**src/ovf_pkg.sv**
```systemverilog
/*
 * Shared constants for the output overvoltage fault and current
 * calibration block: command codes, field positions, reset values,
 * strap decode tables, retry timing and the retry state type.
 * Assumes a 20 MHz core clock and values in the
 * exponent/mantissa and unsigned 2^-13 volt formats.
 */
package ovf_pkg;
    // ------------------------------------------------------------
    // Command codes of the management bus
    // ------------------------------------------------------------
    localparam logic [7:0] CMD_CLEAR_FAULTS = 8'h03;
    localparam logic [7:0] CMD_SENSE_GAIN = 8'h38;
    localparam logic [7:0] CMD_SENSE_OFFSET = 8'h39;
    localparam logic [7:0] CMD_OV_LIMIT = 8'h40;
    localparam logic [7:0] CMD_OV_ACTION = 8'h41;
    // ------------------------------------------------------------
    // Reset values and limits
    // ------------------------------------------------------------
    localparam logic [15:0] SENSE_GAIN_RST = 16'hca66;
    localparam logic [15:0] SENSE_OFFSET_RST = 16'h0000;
    localparam logic [15:0] OV_LIMIT_MAX = 16'hc000;
    localparam logic signed [23:0] OFFSET_MAX_Q4 = 24'sh0000a0;
    localparam int OV_SCALE_NUM = 11;
    localparam int OV_SCALE_DEN = 10;
    // ------------------------------------------------------------
    // Field positions
    // ------------------------------------------------------------
    localparam int EXP_HI = 15;
    localparam int EXP_LO = 11;
    localparam int MANT_HI = 10;
    localparam int IOUT_FRAC_BITS = 4;
    localparam int MODE_HI = 7;
    localparam int MODE_LO = 6;
    localparam int RETRY_HI = 5;
    localparam int RETRY_LO = 3;
    localparam int DELAY_HI = 2;
    localparam int DELAY_LO = 0;
    localparam logic [1:0] MODE_DISABLE_RETRY = 2'h2;
    localparam logic [2:0] RETRY_NONE = 3'h0;
    // ------------------------------------------------------------
    // Retry timing
    // ------------------------------------------------------------
    localparam int CLK_PERIOD_NS = 50;
    localparam int RETRY_UNIT_MS = 35;
    localparam int RETRY_UNIT_CYC = RETRY_UNIT_MS * 1000000 / CLK_PERIOD_NS;
    // Retry sequencer states
    typedef enum logic [1:0] {ST_RUN, ST_LATCHED, ST_DELAY, ST_WAIT_LOW} ovf_state_t;

    // Output voltage chosen by the voltage-set strap, 2^-13 V units
    function automatic logic [15:0] ovf_vset_volts(input logic [2:0] code);
        case (code)
            3'h0: ovf_vset_volts = 16'h1333;
            3'h1: ovf_vset_volts = 16'h199a;
            3'h2: ovf_vset_volts = 16'h2000;
            3'h3: ovf_vset_volts = 16'h2666;
            3'h4: ovf_vset_volts = 16'h3000;
            3'h5: ovf_vset_volts = 16'h399a;
            3'h6: ovf_vset_volts = 16'h5000;
            default: ovf_vset_volts = 16'h6999;
        endcase
    endfunction : ovf_vset_volts

    // Fault action chosen by the first configuration strap
    function automatic logic [7:0] ovf_cfg_action(input logic [2:0] code);
        case (code)
            3'h0: ovf_cfg_action = 8'h80;
            3'h1: ovf_cfg_action = 8'hb8;
            3'h2: ovf_cfg_action = 8'hbb;
            3'h3: ovf_cfg_action = 8'hbf;
            3'h4: ovf_cfg_action = 8'h88;
            3'h5: ovf_cfg_action = 8'h8f;
            3'h6: ovf_cfg_action = 8'h00;
            default: ovf_cfg_action = 8'h80;
        endcase
    endfunction : ovf_cfg_action
endpackage : ovf_pkg

```
**src/ovf_fault_cal.sv**
```systemverilog
/*
 * Output overvoltage fault handling and current calibration settings.
 * Holds sense gain, sense offset, fault threshold and fault action,
 * compares output voltage, raises flags and alert, and runs latch-off
 * or timed retry. Assumes telemetry and the warning threshold arrive
 * on the same clock; straps and nothing else come from pins.
 */
`timescale 1ns/1ps
module ovf_fault_cal
    import ovf_pkg::*;
#(
    parameter int RETRY_UNIT_CYCLES = RETRY_UNIT_CYC
)
(
    input wire logic CLK,
    input wire logic SRST,
    input wire logic [7:0] CMD_CODE,
    input wire logic CMD_WR,
    input wire logic [15:0] CMD_WDATA,
    input wire logic CMD_RD,
    output logic [15:0] CMD_RDATA,
    output logic CMD_RVALID,
    output logic CMD_NACK,
    input wire logic [15:0] VOUT_MEAS,
    input wire logic [15:0] OV_WARN_LIMIT,
    input wire logic signed [15:0] IOUT_RAW,
    output logic signed [15:0] IOUT_CORR,
    output logic signed [23:0] SENSE_GAIN_Q4,
    input wire logic OUTPUT_ON_REQ,
    input wire logic BIAS_OK,
    input wire logic OTHER_FAULT_OFF,
    input wire logic [2:0] VOLTAGE_SET_STRAP,
    input wire logic [2:0] FIRST_CONFIG_STRAP,
    output logic OUTPUT_DISABLE,
    output logic RESTART_PULSE,
    output logic STATUS_VOUT_SUMMARY,
    output logic STATUS_OV_FAULT,
    output logic ALERT_OUTPUT_PIN_O,
    output logic ALERT_OUTPUT_PIN_OE
);
    localparam int UNIT_W = $clog2(RETRY_UNIT_CYCLES + 1);

    // ------------------------------------------------------------
    // Declarations
    // ------------------------------------------------------------
    logic [2:0] vset_s1_q, vset_s2_q;  // Voltage strap synchroniser
    logic [2:0] cfg_s1_q, cfg_s2_q;  // Config strap synchroniser
    logic init_q;  // Strap load pending after reset
    logic [15:0] gain_q;  // Sense gain word
    logic [15:0] offset_q;  // Sense offset word
    logic [15:0] ov_limit_q;  // Fault threshold
    logic [7:0] ov_action_q;  // Fault action byte
    logic [15:0] strap_ov;  // Threshold from strap
    logic [31:0] strap_prod;  // Strap voltage times scale
    logic signed [23:0] offset_q4;  // Decoded offset
    logic signed [23:0] offset_lim;  // Clamped offset
    logic signed [23:0] gain_q4;  // Decoded gain
    logic wr_clear;  // Clear-faults command
    logic ov_now;  // Voltage above threshold
    logic stop_retry;  // Outside stop of retrying
    logic retry_on;  // Fault action disables
    logic unit_end;  // Last cycle of a 35 ms unit
    logic delay_done;  // Whole retry delay spent
    logic flag_d;  // Next fault flag
    ovf_state_t state_q, state_d;  // Retry sequencer
    logic [UNIT_W-1:0] cyc_q;  // Cycles in current unit
    logic [2:0] units_q;  // Units spent

    // ------------------------------------------------------------
    // Strap synchronisers
    // ------------------------------------------------------------
    // Straps are pins: two flops before use
    always_ff @(posedge CLK) begin
        vset_s1_q <= VOLTAGE_SET_STRAP;
        vset_s2_q <= vset_s1_q;
        cfg_s1_q <= FIRST_CONFIG_STRAP;
        cfg_s2_q <= cfg_s1_q;
    end

    // Strap load one cycle after reset release
    always_ff @(posedge CLK) begin
        if (SRST) begin
            init_q <= 1'b1;
        end else begin
            init_q <= 1'b0;
        end
    end

    always_comb begin
        strap_prod = 32'(ovf_vset_volts(vset_s2_q)) * 32'(OV_SCALE_NUM) / 32'(OV_SCALE_DEN);
        strap_ov = strap_prod[15:0];
    end

    // ------------------------------------------------------------
    // Command registers
    // ------------------------------------------------------------
    assign wr_clear = CMD_WR && (CMD_CODE == CMD_CLEAR_FAULTS);

    // Calibration words, writes from host
    always_ff @(posedge CLK) begin
        if (SRST) begin
            gain_q <= SENSE_GAIN_RST;
            offset_q <= SENSE_OFFSET_RST;
        end else if (CMD_WR) begin
            if (CMD_CODE == CMD_SENSE_GAIN) begin
                gain_q <= CMD_WDATA;
            end
            if (CMD_CODE == CMD_SENSE_OFFSET) begin
                offset_q <= CMD_WDATA;
            end
        end
    end

    // Threshold and action, strap loaded after reset
    always_ff @(posedge CLK) begin
        if (SRST) begin
            ov_limit_q <= 16'h0000;
            ov_action_q <= 8'h00;
        end else if (init_q) begin
            ov_limit_q <= (strap_ov > OV_LIMIT_MAX) ? OV_LIMIT_MAX : strap_ov;
            ov_action_q <= ovf_cfg_action(cfg_s2_q);
        end else if (CMD_WR) begin
            if (CMD_CODE == CMD_OV_LIMIT) begin
                ov_limit_q <= (CMD_WDATA > OV_LIMIT_MAX) ? OV_LIMIT_MAX : CMD_WDATA;
            end
            if (CMD_CODE == CMD_OV_ACTION) begin
                ov_action_q <= CMD_WDATA[7:0];
            end
        end
    end

    // Read answers and refusal of unknown codes
    always_ff @(posedge CLK) begin
        if (SRST) begin
            CMD_RDATA <= 16'h0000;
            CMD_RVALID <= 1'b0;
            CMD_NACK <= 1'b0;
        end else begin
            CMD_RVALID <= 1'b0;
            CMD_NACK <= 1'b0;
            if (CMD_RD) begin
                CMD_RVALID <= 1'b1;
                unique case (CMD_CODE)
                    CMD_SENSE_GAIN: CMD_RDATA <= gain_q;
                    CMD_SENSE_OFFSET: CMD_RDATA <= offset_q;
                    CMD_OV_LIMIT: CMD_RDATA <= ov_limit_q;
                    CMD_OV_ACTION: CMD_RDATA <= {8'h00, ov_action_q};
                    default: begin
                        CMD_RDATA <= 16'h0000;
                        CMD_RVALID <= 1'b0;
                        CMD_NACK <= 1'b1;
                    end
                endcase
            end else if (CMD_WR) begin
                // Unknown write codes are refused
                unique case (CMD_CODE)
                    CMD_SENSE_GAIN, CMD_SENSE_OFFSET, CMD_OV_LIMIT, CMD_OV_ACTION, CMD_CLEAR_FAULTS: ;
                    default: CMD_NACK <= 1'b1;
                endcase
            end
        end
    end

    // ------------------------------------------------------------
    // Current calibration
    // ------------------------------------------------------------
    ovf_lin11_decode u_gain_dec (
        .word(gain_q),
        .value_q4(gain_q4)
    );

    ovf_lin11_decode u_offset_dec (
        .word(offset_q),
        .value_q4(offset_q4)
    );

    always_comb begin
        if (offset_q4 > OFFSET_MAX_Q4) begin
            offset_lim = OFFSET_MAX_Q4;
        end else if (offset_q4 < -OFFSET_MAX_Q4) begin
            offset_lim = -OFFSET_MAX_Q4;
        end else begin
            offset_lim = offset_q4;
        end
    end

    // Corrected current and decoded gain
    always_ff @(posedge CLK) begin
        if (SRST) begin
            IOUT_CORR <= 16'sh0000;
            SENSE_GAIN_Q4 <= 24'sh000000;
        end else begin
            IOUT_CORR <= IOUT_RAW + offset_lim[15:0];
            SENSE_GAIN_Q4 <= gain_q4;
        end
    end

    // ------------------------------------------------------------
    // Fault compare, flags and alert
    // ------------------------------------------------------------
    assign ov_now = !init_q && (VOUT_MEAS > ov_limit_q);
    assign retry_on = (ov_action_q[MODE_HI:MODE_LO] == MODE_DISABLE_RETRY);
    assign stop_retry = !OUTPUT_ON_REQ || !BIAS_OK || OTHER_FAULT_OFF;

    always_comb begin
        flag_d = STATUS_OV_FAULT;
        if (wr_clear) begin
            flag_d = 1'b0;
        end
        if (ov_now) begin
            flag_d = 1'b1;
        end
    end

    // Status bits and open-drain alert
    always_ff @(posedge CLK) begin
        if (SRST) begin
            STATUS_OV_FAULT <= 1'b0;
            STATUS_VOUT_SUMMARY <= 1'b0;
            ALERT_OUTPUT_PIN_O <= 1'b0;
            ALERT_OUTPUT_PIN_OE <= 1'b0;
        end else begin
            STATUS_OV_FAULT <= flag_d;
            STATUS_VOUT_SUMMARY <= flag_d;
            ALERT_OUTPUT_PIN_O <= 1'b0;
            ALERT_OUTPUT_PIN_OE <= flag_d;
        end
    end

    // ------------------------------------------------------------
    // Retry sequencer
    // ------------------------------------------------------------
    assign unit_end = (cyc_q == UNIT_W'(RETRY_UNIT_CYCLES - 1));
    assign delay_done = unit_end && (units_q == ov_action_q[DELAY_HI:DELAY_LO]);

    // Next state
    always_comb begin
        state_d = state_q;
        unique case (state_q)
            ST_RUN: begin
                if (ov_now && retry_on) begin
                    if (ov_action_q[RETRY_HI:RETRY_LO] == RETRY_NONE) begin
                        state_d = ST_LATCHED;
                    end else begin
                        state_d = ST_DELAY;
                    end
                end
            end
            ST_LATCHED: state_d = ST_LATCHED;
            ST_DELAY: begin
                if (stop_retry) begin
                    state_d = ST_RUN;
                end else if (delay_done) begin
                    state_d = ST_WAIT_LOW;
                end
            end
            ST_WAIT_LOW: begin
                if (stop_retry || (VOUT_MEAS < OV_WARN_LIMIT)) begin
                    state_d = ST_RUN;
                end
            end
        endcase
    end

    // State register
    always_ff @(posedge CLK) begin
        if (SRST) begin
            state_q <= ST_RUN;
        end else begin
            state_q <= state_d;
        end
    end

    always_ff @(posedge CLK) begin
        if (SRST || state_q != ST_DELAY) begin
            cyc_q <= '0;
            units_q <= 3'h0;
        end else if (unit_end) begin
            cyc_q <= '0;
            units_q <= units_q + 3'h1;
        end else begin
            cyc_q <= cyc_q + UNIT_W'(1);
        end
    end

    // Disable and restart outputs
    always_ff @(posedge CLK) begin
        if (SRST) begin
            OUTPUT_DISABLE <= 1'b0;
            RESTART_PULSE <= 1'b0;
        end else begin
            OUTPUT_DISABLE <= (state_d != ST_RUN);
            RESTART_PULSE <= (state_q == ST_WAIT_LOW) && !stop_retry && (VOUT_MEAS < OV_WARN_LIMIT);
        end
    end

    // ------------------------------------------------------------
    // Checks
    // ------------------------------------------------------------
    logic [31:0] dly_cnt_q;  // Cycles spent in delay
    always_ff @(posedge CLK) begin
        if (SRST || state_q != ST_DELAY) begin
            dly_cnt_q <= 32'h0;
        end else begin
            dly_cnt_q <= dly_cnt_q + 32'h1;
        end
    end
endmodule : ovf_fault_cal

```
**src/ovf_lin11_decode.sv**
```systemverilog
/*
 * Decoder from the exponent/mantissa format to a signed fixed-point
 * value with four fraction bits.
 * Assumes a pure combinational use inside the main block.
 */
`timescale 1ns/1ps
module ovf_lin11_decode
    import ovf_pkg::*;
(
    input wire logic [15:0] word,
    output logic signed [23:0] value_q4
);
    logic signed [4:0] expo;  // Signed exponent
    logic signed [10:0] mant;  // Signed mantissa
    logic signed [5:0] shift;  // Exponent plus fraction bits
    logic signed [39:0] wide;  // Sign-extended mantissa

    // ------------------------------------------------------------
    // Shift mantissa by exponent
    // ------------------------------------------------------------
    always_comb begin
        expo = $signed(word[EXP_HI:EXP_LO]);
        mant = $signed(word[MANT_HI:0]);
        shift = $signed({expo[4], expo}) + 6'(IOUT_FRAC_BITS);
        wide = {{29{mant[10]}}, mant};
        // Left for positive, arithmetic right for negative
        if (shift >= 6'sd0) begin
            wide = wide <<< shift[4:0];
        end else begin
            wide = wide >>> 6'(-shift);
        end
        value_q4 = wide[23:0];
    end
endmodule : ovf_lin11_decode

```
**config.mk**
```make
export PLATFORM = sky130hd
export DESIGN_NAME = ovf_fault_cal
export DESIGN_NICKNAME = d
export VERILOG_FILES = /design/src/ovf_pkg.sv /design/src/ovf_fault_cal.sv /design/src/ovf_lin11_decode.sv
export SDC_FILE = /design/constraint.sdc
export NUM_CORES = 1
export LEC_CHECK = 0
export BUFFER_PORTS_ARGS = -buffer_cell sky130_fd_sc_hd__buf_4
export CORE_MARGIN = 8
export CORE_UTILIZATION = 34
export DETAILED_ROUTE_END_ITERATION = 6
export SYNTH_ARGS = -nofsm -noshare
export SYNTH_HDL_FRONTEND = slang
export SYNTH_SLANG_ARGS = --single-unit
```
**constraint.sdc**
```tcl
create_clock -name CLK -period 13.3 [get_ports CLK]
set_input_delay 1.33 -clock CLK [delete_from_list [all_inputs] [get_ports CLK]]
set_output_delay 1.33 -clock CLK [all_outputs]
set_load 0.03 [all_outputs]
```
==> results of run 1 <==
[Yosys cell counts, drive strengths merged, types with 9 or more instances]
library cell and n:
nand2 301, nor2 248, a21oi 201, o21ai 157, dfxtp 155, inv 104, clkbuf 101, ha 92
xnor2 78, nand3 71, nor3 51, mux2i 47, a31oi 38, xor2 38, a211oi 37, and2 32
nand4 30, and3 28, a21o 27, nand2b 27, nor2b 27, nor4 27, a22oi 26, a221oi 25
buf 25, o211ai 23, o22ai 22, or2 20, or3 20, o21a 19, o31ai 18, a211o 14
nand3b 13, o21bai 13, a21boi 11, mux2 11, a31o 10, a311oi 9, mux4 9, o221ai 9
[where the power goes]
part / switching [mW] / internal (mW) / total [mW]
clock network: 0.242 / 0.269 / 0.510
logic: 2.27 / 1.94 / 4.21
registers: 0.0102 / 0.476 / 0.486
total: 2.53 / 2.68 / 5.21
[stage by stage]
step | instance area [sq um] | setup slack, ps | power (mW) | hold WS, ps
after global placement | 20800 | -98.2 | 3.96 | 318
after detailed placement | 20800 | -235 | 3.98 | 319
after floorplan | 17200 | -107 | 2.55 | 309
after global routing | 22900 | -750 | 5.51 | 337
after CTS | 21600 | 1.19 | 4.61 | 338
final | 22900 | -240 | 5.21 | 330
[worst paths after layout]
kind	from	slack [ps]	end
setup / recovery	vset_s2_q[1]	-240	ov_limit_q[0]
setup reg to reg	vset_s2_q[1]	-240	ov_limit_q[0]
hold reg to reg	vset_s1_q[0]	330	vset_s2_q[0]
hold / removal	vset_s1_q[0]	330	vset_s2_q[0]
[flip-flops by register name, summed over array words and instances, names as in the netlist, 8 cells and up]
signal	count
ov_action_q	8
offset_q	16
CMD_RDATA	16
IOUT_CORR	16
SENSE_GAIN_Q4	24
cyc_q	20
gain_q	16
ov_limit_q	16
[routing by layer]
layer / global-route usage / vias up / routed length [um]
li1: - / 9454 / -
met1: 0.281 / 9255 / 29400
met2: 0.349 / 670 / 30000
met3: 0.0314 / 104 / 3620
met4: 0.0607 / 2 / 1530
met5: 0 / - / 13
[kinds of logic (layout without fill, tap and decap cells)]
group	Yosys count	after routing	share of synthesized area
mux	67	67	0.0475
other cells	1	1	0.000222
simple gates	936	936	0.272
compound gates	749	749	0.302
flops	155	155	0.184
fa+ha+maj	100	100	0.0772
buf+inv	234	635	0.0546
xor+xnor	117	117	0.0625
[placed cells by master, fill, tap and decap left out, types with 66 or more instances in the layout]
cell and n:
buf_4 472, nand2_1 294, nor2_1 244, a21oi_1 181, dfxtp_1 152, o21ai_0 134, inv_1 96, ha_1 86
xnor2_1 71, nand3_1 66
[cell type report]
class	count	area, sq um
clock buffer	17	425
clock inverter	15	175
fill	4823	26100
inverter	108	413
multi-input combinational	1970	14100
sequential	155	3110
tap	664	831
timing repair buffer	495	3830
[worst reg2reg max path: cells and delay by family, from the launching register on]
kind / cells / cell delay, ps
compound gates: 25 / 5790
flops: 1 / 370
buf+inv: 9 / 1110
simple gates: 16 / 4390
xor+xnor: 1 / 140
fa+ha+maj: 4 / 1220
mux: 2 / 480
[timing repair]
action / 4_1_cts / 5_1_grt
pin swaps: 10 / 112
hold buffers: 0 / 0
setup endpoints to repair: 2 / 3
setup buffers: 3 / 53
gates resized for setup: 35 / 165
==> run_results.csv, run 1 <==
group,metric,value,unit
status,outcome,"complete, but fails checks",
status,violations,"negative setup slack",
timing,slew_headroom,0.159,
placement,dp_cells,3338,
timing,worst_slew_pin_slew,1260,ps
route,wl,64.6,mm
route,via_per_inst,5.69,
floorplan,die_x,239,um
timing,worst_slack,-240,ps
power_and_ir_drop,p_leak,9.17,nW
clock_tree,clock_sinks,155,
critical_path,crit_type,"flop to flop",
timing,rsz0062_at_grt,"true",
global_routing,antenna_found_initial,1,
logic_synthesis,yosysTopAreaCell,"dfxtp_1",
route,drtAntennaViolNets,0,
route,drt-wirelength-per-cell,18.9,um
global_routing,grt_pass1_wl,98.6,mm
route,via_count,19500,
critical_path,crit_fanout,7,
critical_path,cp_num_cells,57,
global_routing,first_global_vias,18300,
critical_path,r2r_cells,57,
logic_synthesis,ys_seq_elements,155,
logic_synthesis,syn_area_per_cell,7.15,sq um
logic_synthesis,yosys-top-cells-area,"dfxtp_1 (18%), ha_1 (6.8%), nand2_1 (6.7%), a21oi_1 (5.7%), nor2_1 (5.5%)",
logic_synthesis,synth_cells,2359,
cells_and_area,nNetsFinal,2931,
cells_and_area,final_core_util,0.467,
critical_path,cp.required,13690,ps
clock_tree,path_clk_slew,80,ps
timing,max_freq,73.9,MHz
cells_and_area,antenna_cells,0,
clock_tree,htree_levels,4,
critical_path,crit_path_top_delay_cell,"or4_4",
logic_synthesis,ys.flop_type,"dfxtp_1",
route,first_pass_iters,6,
logic_synthesis,synth.distinct_cells,119,
critical_path,critPathCaptureType,"flop",
clock_tree,cts_tree,"done",
hold_path,hp-class,"flop to flop",
logic_synthesis,synth.net_count,2543,
floorplan,dieArea,57000,sq um
timing,slew_viol_final,0,
placement,globalplace.congestion,0.937,
critical_path,path_delay_family,"compound AO/OA/AOI/OAI gates",
logic_synthesis,async_reset_ff_frac,0,
floorplan,rows,81,
hold_path,min_path_cells,0,
power_and_ir_drop,p_per_area,228,nW/um^2
power_and_ir_drop,ir_drop,0.168,mV
clock_tree,cts-root-buf,"clkbuf_16",
cells_and_area,area_growth_syn_to_layout,35.6,%
critical_path,cp-start-kind,"flop",
route,drt_iter0_markers,1468,
timing,fin_setup_tns,-392,ps
critical_path,cpPeakStageDelay,570,ps
critical_path,cp.buffers_inverters,9,
cells_and_area,drive_above_1_share,0.288,
global_routing,overflow,0,
placement,dp_hpwl,50.4,mm
global_routing,grt_usage,0.211,
logic_synthesis,yosysTopAreaCellShare,0.184,
timing,finalHoldViolCount,0,
clock_tree,cts_buffers,17,
timing,finalSetupViolations,2,
critical_path,crit_arrival,13930,ps
logic_synthesis,syn_area,16900,sq um
floorplan,coreArea,49000,sq um
clock_tree,worstSkewPairLatency,470,ps
timing,period_share,1.02,
logic_synthesis,seq_area_frac_synth,0.184,
placement,io_buffers,147,
logic_synthesis,synth-edff-count,0,
floorplan,initial_core_util,0.344,
timing,finClkSkew,19.1,ps
floorplan,die_y,239,um
route,drc_errors,0,
logic_synthesis,synth_warnings,0,
clock_tree,cts_buffer_depth,2,
floorplan,ios,149,
timing,period_needed,13540,ps
global_routing,grt_max_degree,82,
run,maxCapViolCount,0,
cells_and_area,fin_cells,3424,
(Power assumes the default switching activity.)
==> inputs of run 2 (changes only) <==
Settings changed: CORE_UTILIZATION 34 to 56, PLACE_DENSITY set to 0.79.
==> run_results.csv, run 2 (same netlist as run 1, synthesis figures left out) <==
group,metric,value,unit
critical_path,crit_path_top_delay_cell,"or4_4",
placement,dp_cells,3018,
floorplan,ios,149,
critical_path,crit_arrival,13930,ps
clock_tree,path_clk_slew,80,ps
floorplan,coreArea,29600,sq um
cells_and_area,area_growth_syn_to_layout,30.0,%
clock_tree,cts_tree,"done",
power_and_ir_drop,p_leak,8.85,nW
clock_tree,worstSkewPairLatency,440,ps
clock_tree,ctsHoldBuffers,0,
floorplan,dieArea,35900,sq um
placement,postPlaceCellArea,20100,sq um
critical_path,rr_startpoint,"vset_s2_q[1]",
clock_tree,cts_buffer_depth,2,
timing,finalHoldViolCount,0,
global_routing,antenna_found_initial,0,
timing,period_share,1.02,
floorplan,die_y,190,um
critical_path,cp-start-kind,"flop",
critical_path,crit_type,"flop to flop",
cells_and_area,final_area,21900,sq um
timing,slew_headroom,0.173,
run,maxCapViolCount,0,
floorplan,initial_core_util,0.569,
global_routing,grt_max_degree,99,
route,drt-wirelength-per-cell,20.4,um
timing,finClkSkew,13.7,ps
route,first_pass_iters,7,
cells_and_area,nNetsFinal,2881,
global_routing,overflow,0,
timing,rsz0062_at_grt,"true",
critical_path,crit_path_frequent_cell,"buf_4",
critical_path,cp.required,13610,ps
cells_and_area,largest_reg_flops,24,
clock_tree,cts_buffers,17,
timing,max_freq,73.4,MHz
hold_path,hold_start,"vset_s1_q[1]",
cells_and_area,final_cell_mix,"buf_4 (438), nand2_1 (298), nor2_1 (238)",
critical_path,critPathCaptureType,"flop",
cells_and_area,reg_top3,"SENSE_GAIN_Q4: 24 flops, cyc_q: 20 flops",
critical_path,r2r_cells,57,
global_routing,first_global_vias,18700,
route,via_count,20100,
cells_and_area,final_core_util,0.740,
clock_tree,cts-root-buf,"clkbuf_16",
global_routing,grt_pass1_wl,97.8,mm
status,violations,"design-rule violations, negative setup slack",
floorplan,die_x,190,um
hold_path,min_to,"vset_s2_q[1]",
timing,whs,337,ps
floorplan,rows,63,
route,drc_errors,1,
route,wl,63.4,mm
cells_and_area,top_register,"SENSE_GAIN_Q4",
route,via_per_inst,6.47,
cells_and_area,fin_cells,3101,
placement,globalplace.congestion,1.02,
timing,period_needed,13620,ps
cells_and_area,final_common_cell,"buf_4",
cells_and_area,drive_above_1_share,0.268,
timing,worst_slack,-318,ps
route,drt_iter0_markers,2125,
placement,io_buffers,147,
critical_path,cpPeakStageDelay,580,ps
power_and_ir_drop,total_power,4.99,mW
cells_and_area,fill_cells,2321,
clock_tree,clock_sinks,155,
critical_path,r2r_slack,-320,ps
clock_tree,htree_levels,4,
placement,pre_cts_slack,-312,ps
power_and_ir_drop,ir_drop,0.168,mV
timing,worst_slew_pin_slew,1240,ps
hold_path,hp-class,"flop to flop",
hold_path,min_path_cells,0,
placement,dp_hpwl,48.4,mm
timing,fin_setup_tns,-576,ps
status,outcome,"complete, but fails checks",
power_and_ir_drop,p_per_area,227,nW/um^2
timing,slew_viol_final,0,
critical_path,crit_fanout,7,
timing,finalSetupViolations,2,
route,drtAntennaViolNets,0,
critical_path,rr_endpoint,"ov_limit_q[0]",
global_routing,grt_usage,0.329,
run 2: cell count changes in the layout (fill, tap and decap cells not counted), sizes merged:
cell | before | now
buf | 495 | 444
bufinv | 1 | 0
clkbuf | 17 | 18
clkinv | 7 | 11
clkinvlp | 2 | 0
diode | 0 | 1
inv | 113 | 112
run 2: power by group:
part	internal, mW	total [mW]	leakage [nW]	switching, mW
clock network	0.258	0.503	0.300	0.246
logic	1.75	4.00	7.29	2.25
registers	0.476	0.485	1.27	0.00928
run 2: how the worst max path moves through the flow:
stage	startpoint	endpoint	slack [ps]	cells past startpoint
after detailed placement	vset_s2_q[2]	ov_limit_q[0]	-310	53
final	vset_s2_q[1]	ov_limit_q[0]	-320	57
after CTS	vset_s2_q[2]	ov_limit_q[0]	-50	57
after global routing	vset_s2_q[1]	ov_limit_q[0]	-880	56
after floorplan	vset_s2_q[1]	ov_limit_q[0]	-110	56
after global placement	vset_s2_q[0]	ov_limit_q[0]	-70	51
run 2: routing by layer:
metal  global-route usage  vias to the layer above  part of all wire
met5                    0                        -                 0
met4                0.166                        0             0.050
met3               0.0475                      234             0.084
met2                0.549                     1084              0.47
met1                0.408                     9400              0.40
li1                     -                     9359                 -
run 2: layout make-up:
class / instances / area [sq um] / share of cell area
well taps: 390 / 488 / 0.0223
inverters: 108 / 413 / 0.0188
clock inverters: 15 / 194 / 0.00884
diodes: 1 / 2.50 / 0.000114
flip-flops and latches: 155 / 3110 / 0.142
multi-input cells: 1970 / 13900 / 0.635
repair buffers: 445 / 3360 / 0.153
clock buffers: 17 / 425 / 0.0194
run 2: critical path, delay by kind of cell (launching register included):
kind | cells | cell delay, ps
AOI/OAI and AO/OA | 24 | 5580
and+or+nand+nor | 18 | 4840
buffers and inverters | 9 | 1180
adders and majority gates | 4 | 1170
DFF | 1 | 380
muxes | 1 | 160
xor gates and xnor gates | 1 | 140
run 2: what timing repair did:
action                                  in CTS  in global routing
pin swaps                                    8                 84
gates resized for setup                     26                129
buffers inserted                             2                 49
cloned                                       0                  0
endpoints found under the setup margin       2                  3
==> inputs of run 3 (changes only) <==
Settings changed: CAP_MARGIN set to 40, MAX_ROUTING_LAYER set to met4.
==> run_results.csv, run 3 (same netlist as run 1, synthesis figures left out) <==
group,metric,value,unit
status,outcome,"complete, but fails checks",
status,violations,"negative setup slack",
route,drt-wirelength-per-cell,20.6,um
power_and_ir_drop,p_sw,2.48,mW
global_routing,grt_pass1_wl,98.2,mm
global_routing,grt_max_degree,93,
route,drt_iter0_markers,2216,
clock_tree,cts_buffers,17,
critical_path,cp.required,13620,ps
clock_tree,path_clk_slew,80,ps
route,first_pass_iters,6,
cells_and_area,antenna_cells,0,
cells_and_area,top_register,"SENSE_GAIN_Q4",
floorplan,coreArea,29600,sq um
global_routing,antenna_found_initial,0,
timing,rsz0062_at_grt,"true",
cells_and_area,largest_reg_flops,24,
cells_and_area,fin_cells,3107,
timing,worst_slack,-414,ps
route,drc_errors,0,
cells_and_area,final_area,21900,sq um
timing,worst_slew_pin_slew,959,ps
route,via_per_inst,6.52,
timing,max_freq,72.9,MHz
power_and_ir_drop,combinationalPowerShare,0.801,
run,maxCapViolCount,0,
critical_path,crit_type,"flop to flop",
critical_path,cp-start-kind,"flop",
power_and_ir_drop,sw_frac_of_total,0.500,
cells_and_area,area_growth_syn_to_layout,30.1,%
critical_path,critPathCaptureType,"flop",
power_and_ir_drop,clock_power_share,0.101,
timing,slew_viol_final,0,
global_routing,first_global_vias,18900,
route,via_count,20300,
timing,finalSetupViolations,2,
power_and_ir_drop,ir_drop,0.185,mV
power_and_ir_drop,power_frac_seq,0.098,
cells_and_area,final_cell_mix,"buf_4 (437), nand2_1 (298), nor2_1 (238)",
power_and_ir_drop,p_leak,8.88,nW
cells_and_area,nNetsFinal,2888,
route,wl,63.9,mm
cells_and_area,final_core_util,0.740,
power_and_ir_drop,p_per_area,226,nW/um^2
critical_path,crit_path_frequent_cell,"buf_4",
placement,io_buffers,147,
floorplan,ios,149,
floorplan,dieArea,35900,sq um
cells_and_area,final_common_cell,"buf_4",
placement,dp_hpwl,48.8,mm
timing,period_share,1.03,
cells_and_area,reg_top3,"SENSE_GAIN_Q4: 24 flops, cyc_q: 20 flops",
floorplan,die_x,190,um
clock_tree,worstSkewPairLatency,450,ps
critical_path,crit_fanout,6,
clock_tree,cts_tree,"done",
placement,postPlaceCellArea,20000,sq um
clock_tree,htree_levels,4,
critical_path,crit_arrival,14040,ps
hold_path,hp-class,"flop to flop",
clock_tree,ctsHoldBuffers,0,
power_and_ir_drop,p_int,2.48,mW
placement,dp_cells,3003,
critical_path,crit_path_top_delay_cell,"o41a_1",
clock_tree,cts_buffer_depth,2,
placement,globalplace.congestion,1.01,
floorplan,initial_core_util,0.569,
clock_tree,cts-root-buf,"clkbuf_16",
global_routing,grt_usage,0.340,
floorplan,rows,63,
global_routing,overflow,0,
timing,period_needed,13710,ps
route,drtAntennaViolNets,0,
critical_path,cpPeakStageDelay,560,ps
cells_and_area,drive_above_1_share,0.269,
placement,pre_cts_slack,-382,ps
timing,slew_headroom,0.356,
floorplan,die_y,190,um
critical_path,r2r_slack,-410,ps
clock_tree,clock_sinks,155,
timing,finalHoldViolCount,0,
timing,finClkSkew,15.2,ps
-- run 3: layout make-up --
type / instances / area, sq um
Clock inverter: 15 / 181
Sequential cell: 155 / 3110
Clock buffer: 17 / 425
Tap cell: 390 / 488
Inverter: 108 / 413
Fill cell: 2355 / 7710
Multi-Input combinational cell: 1971 / 13800
Timing Repair Buffer: 451 / 3470
-- run 3: through the flow --
step	total power, mW	TNS, ps	hold slack, ps
2_1_floorplan	2.55	-107	309
3_3_place_gp	3.73	-321	333
5_1_grt	5.21	-1610	347
4_1_cts	4.42	0	344
6_report	4.96	-654	340
3_5_place_dp	3.77	-677	326
-- run 3: worst paths after layout --
kind | depth (start not counted) | startpoint | to
hold / removal | 0 | vset_s1_q[1] | vset_s2_q[1]
hold reg to reg | 0 | vset_s1_q[1] | vset_s2_q[1]
setup / recovery | 55 | vset_s2_q[1] | ov_limit_q[0]
setup reg to reg | 55 | vset_s2_q[1] | ov_limit_q[0]
-- run 3: power groups by stage --
stage	sequential (mW)	combinational [mW]	clock, mW
2_1_floorplan	0.501	2.05	0
3_3_place_gp	0.495	3.23	0
3_5_place_dp	0.496	3.28	0
4_1_cts	0.485	3.43	0.506
5_1_grt	0.486	4.20	0.529
6_report	0.485	3.98	0.503
-- run 3: what timing repair did --
item / CTS / global route
resized for setup: 34 / 115
endpoints found under the setup margin: 2 / 3
buffers inserted: 23 / 47
cloned: 1 / 0
pin swaps: 19 / 89
-- run 3: worst max-delay path: cells and delay by family (launching register included) --
kind                       cells  cell delay [ps]
AOI/OAI and AO/OA             20             5430
xor gates and xnor gates       1              140
adders and majority gates      4             1200
buffers and inverters          7              790
DFF                            1              370
muxes                          4              700
and+or+nand+nor               19             4910
-- run 3: per-layer routing --
layer / wire (um) / share of wire / global-route usage / vias up
met3: 5180 / 0.081 / 0.0464 / 266
met5: 0 / 0 / - / -
met4: 3590 / 0.056 / 0.184 / 0
met1: 25500 / 0.40 / 0.409 / 9515
li1: - / - / - / 9353
met2: 29600 / 0.46 / 0.544 / 1137
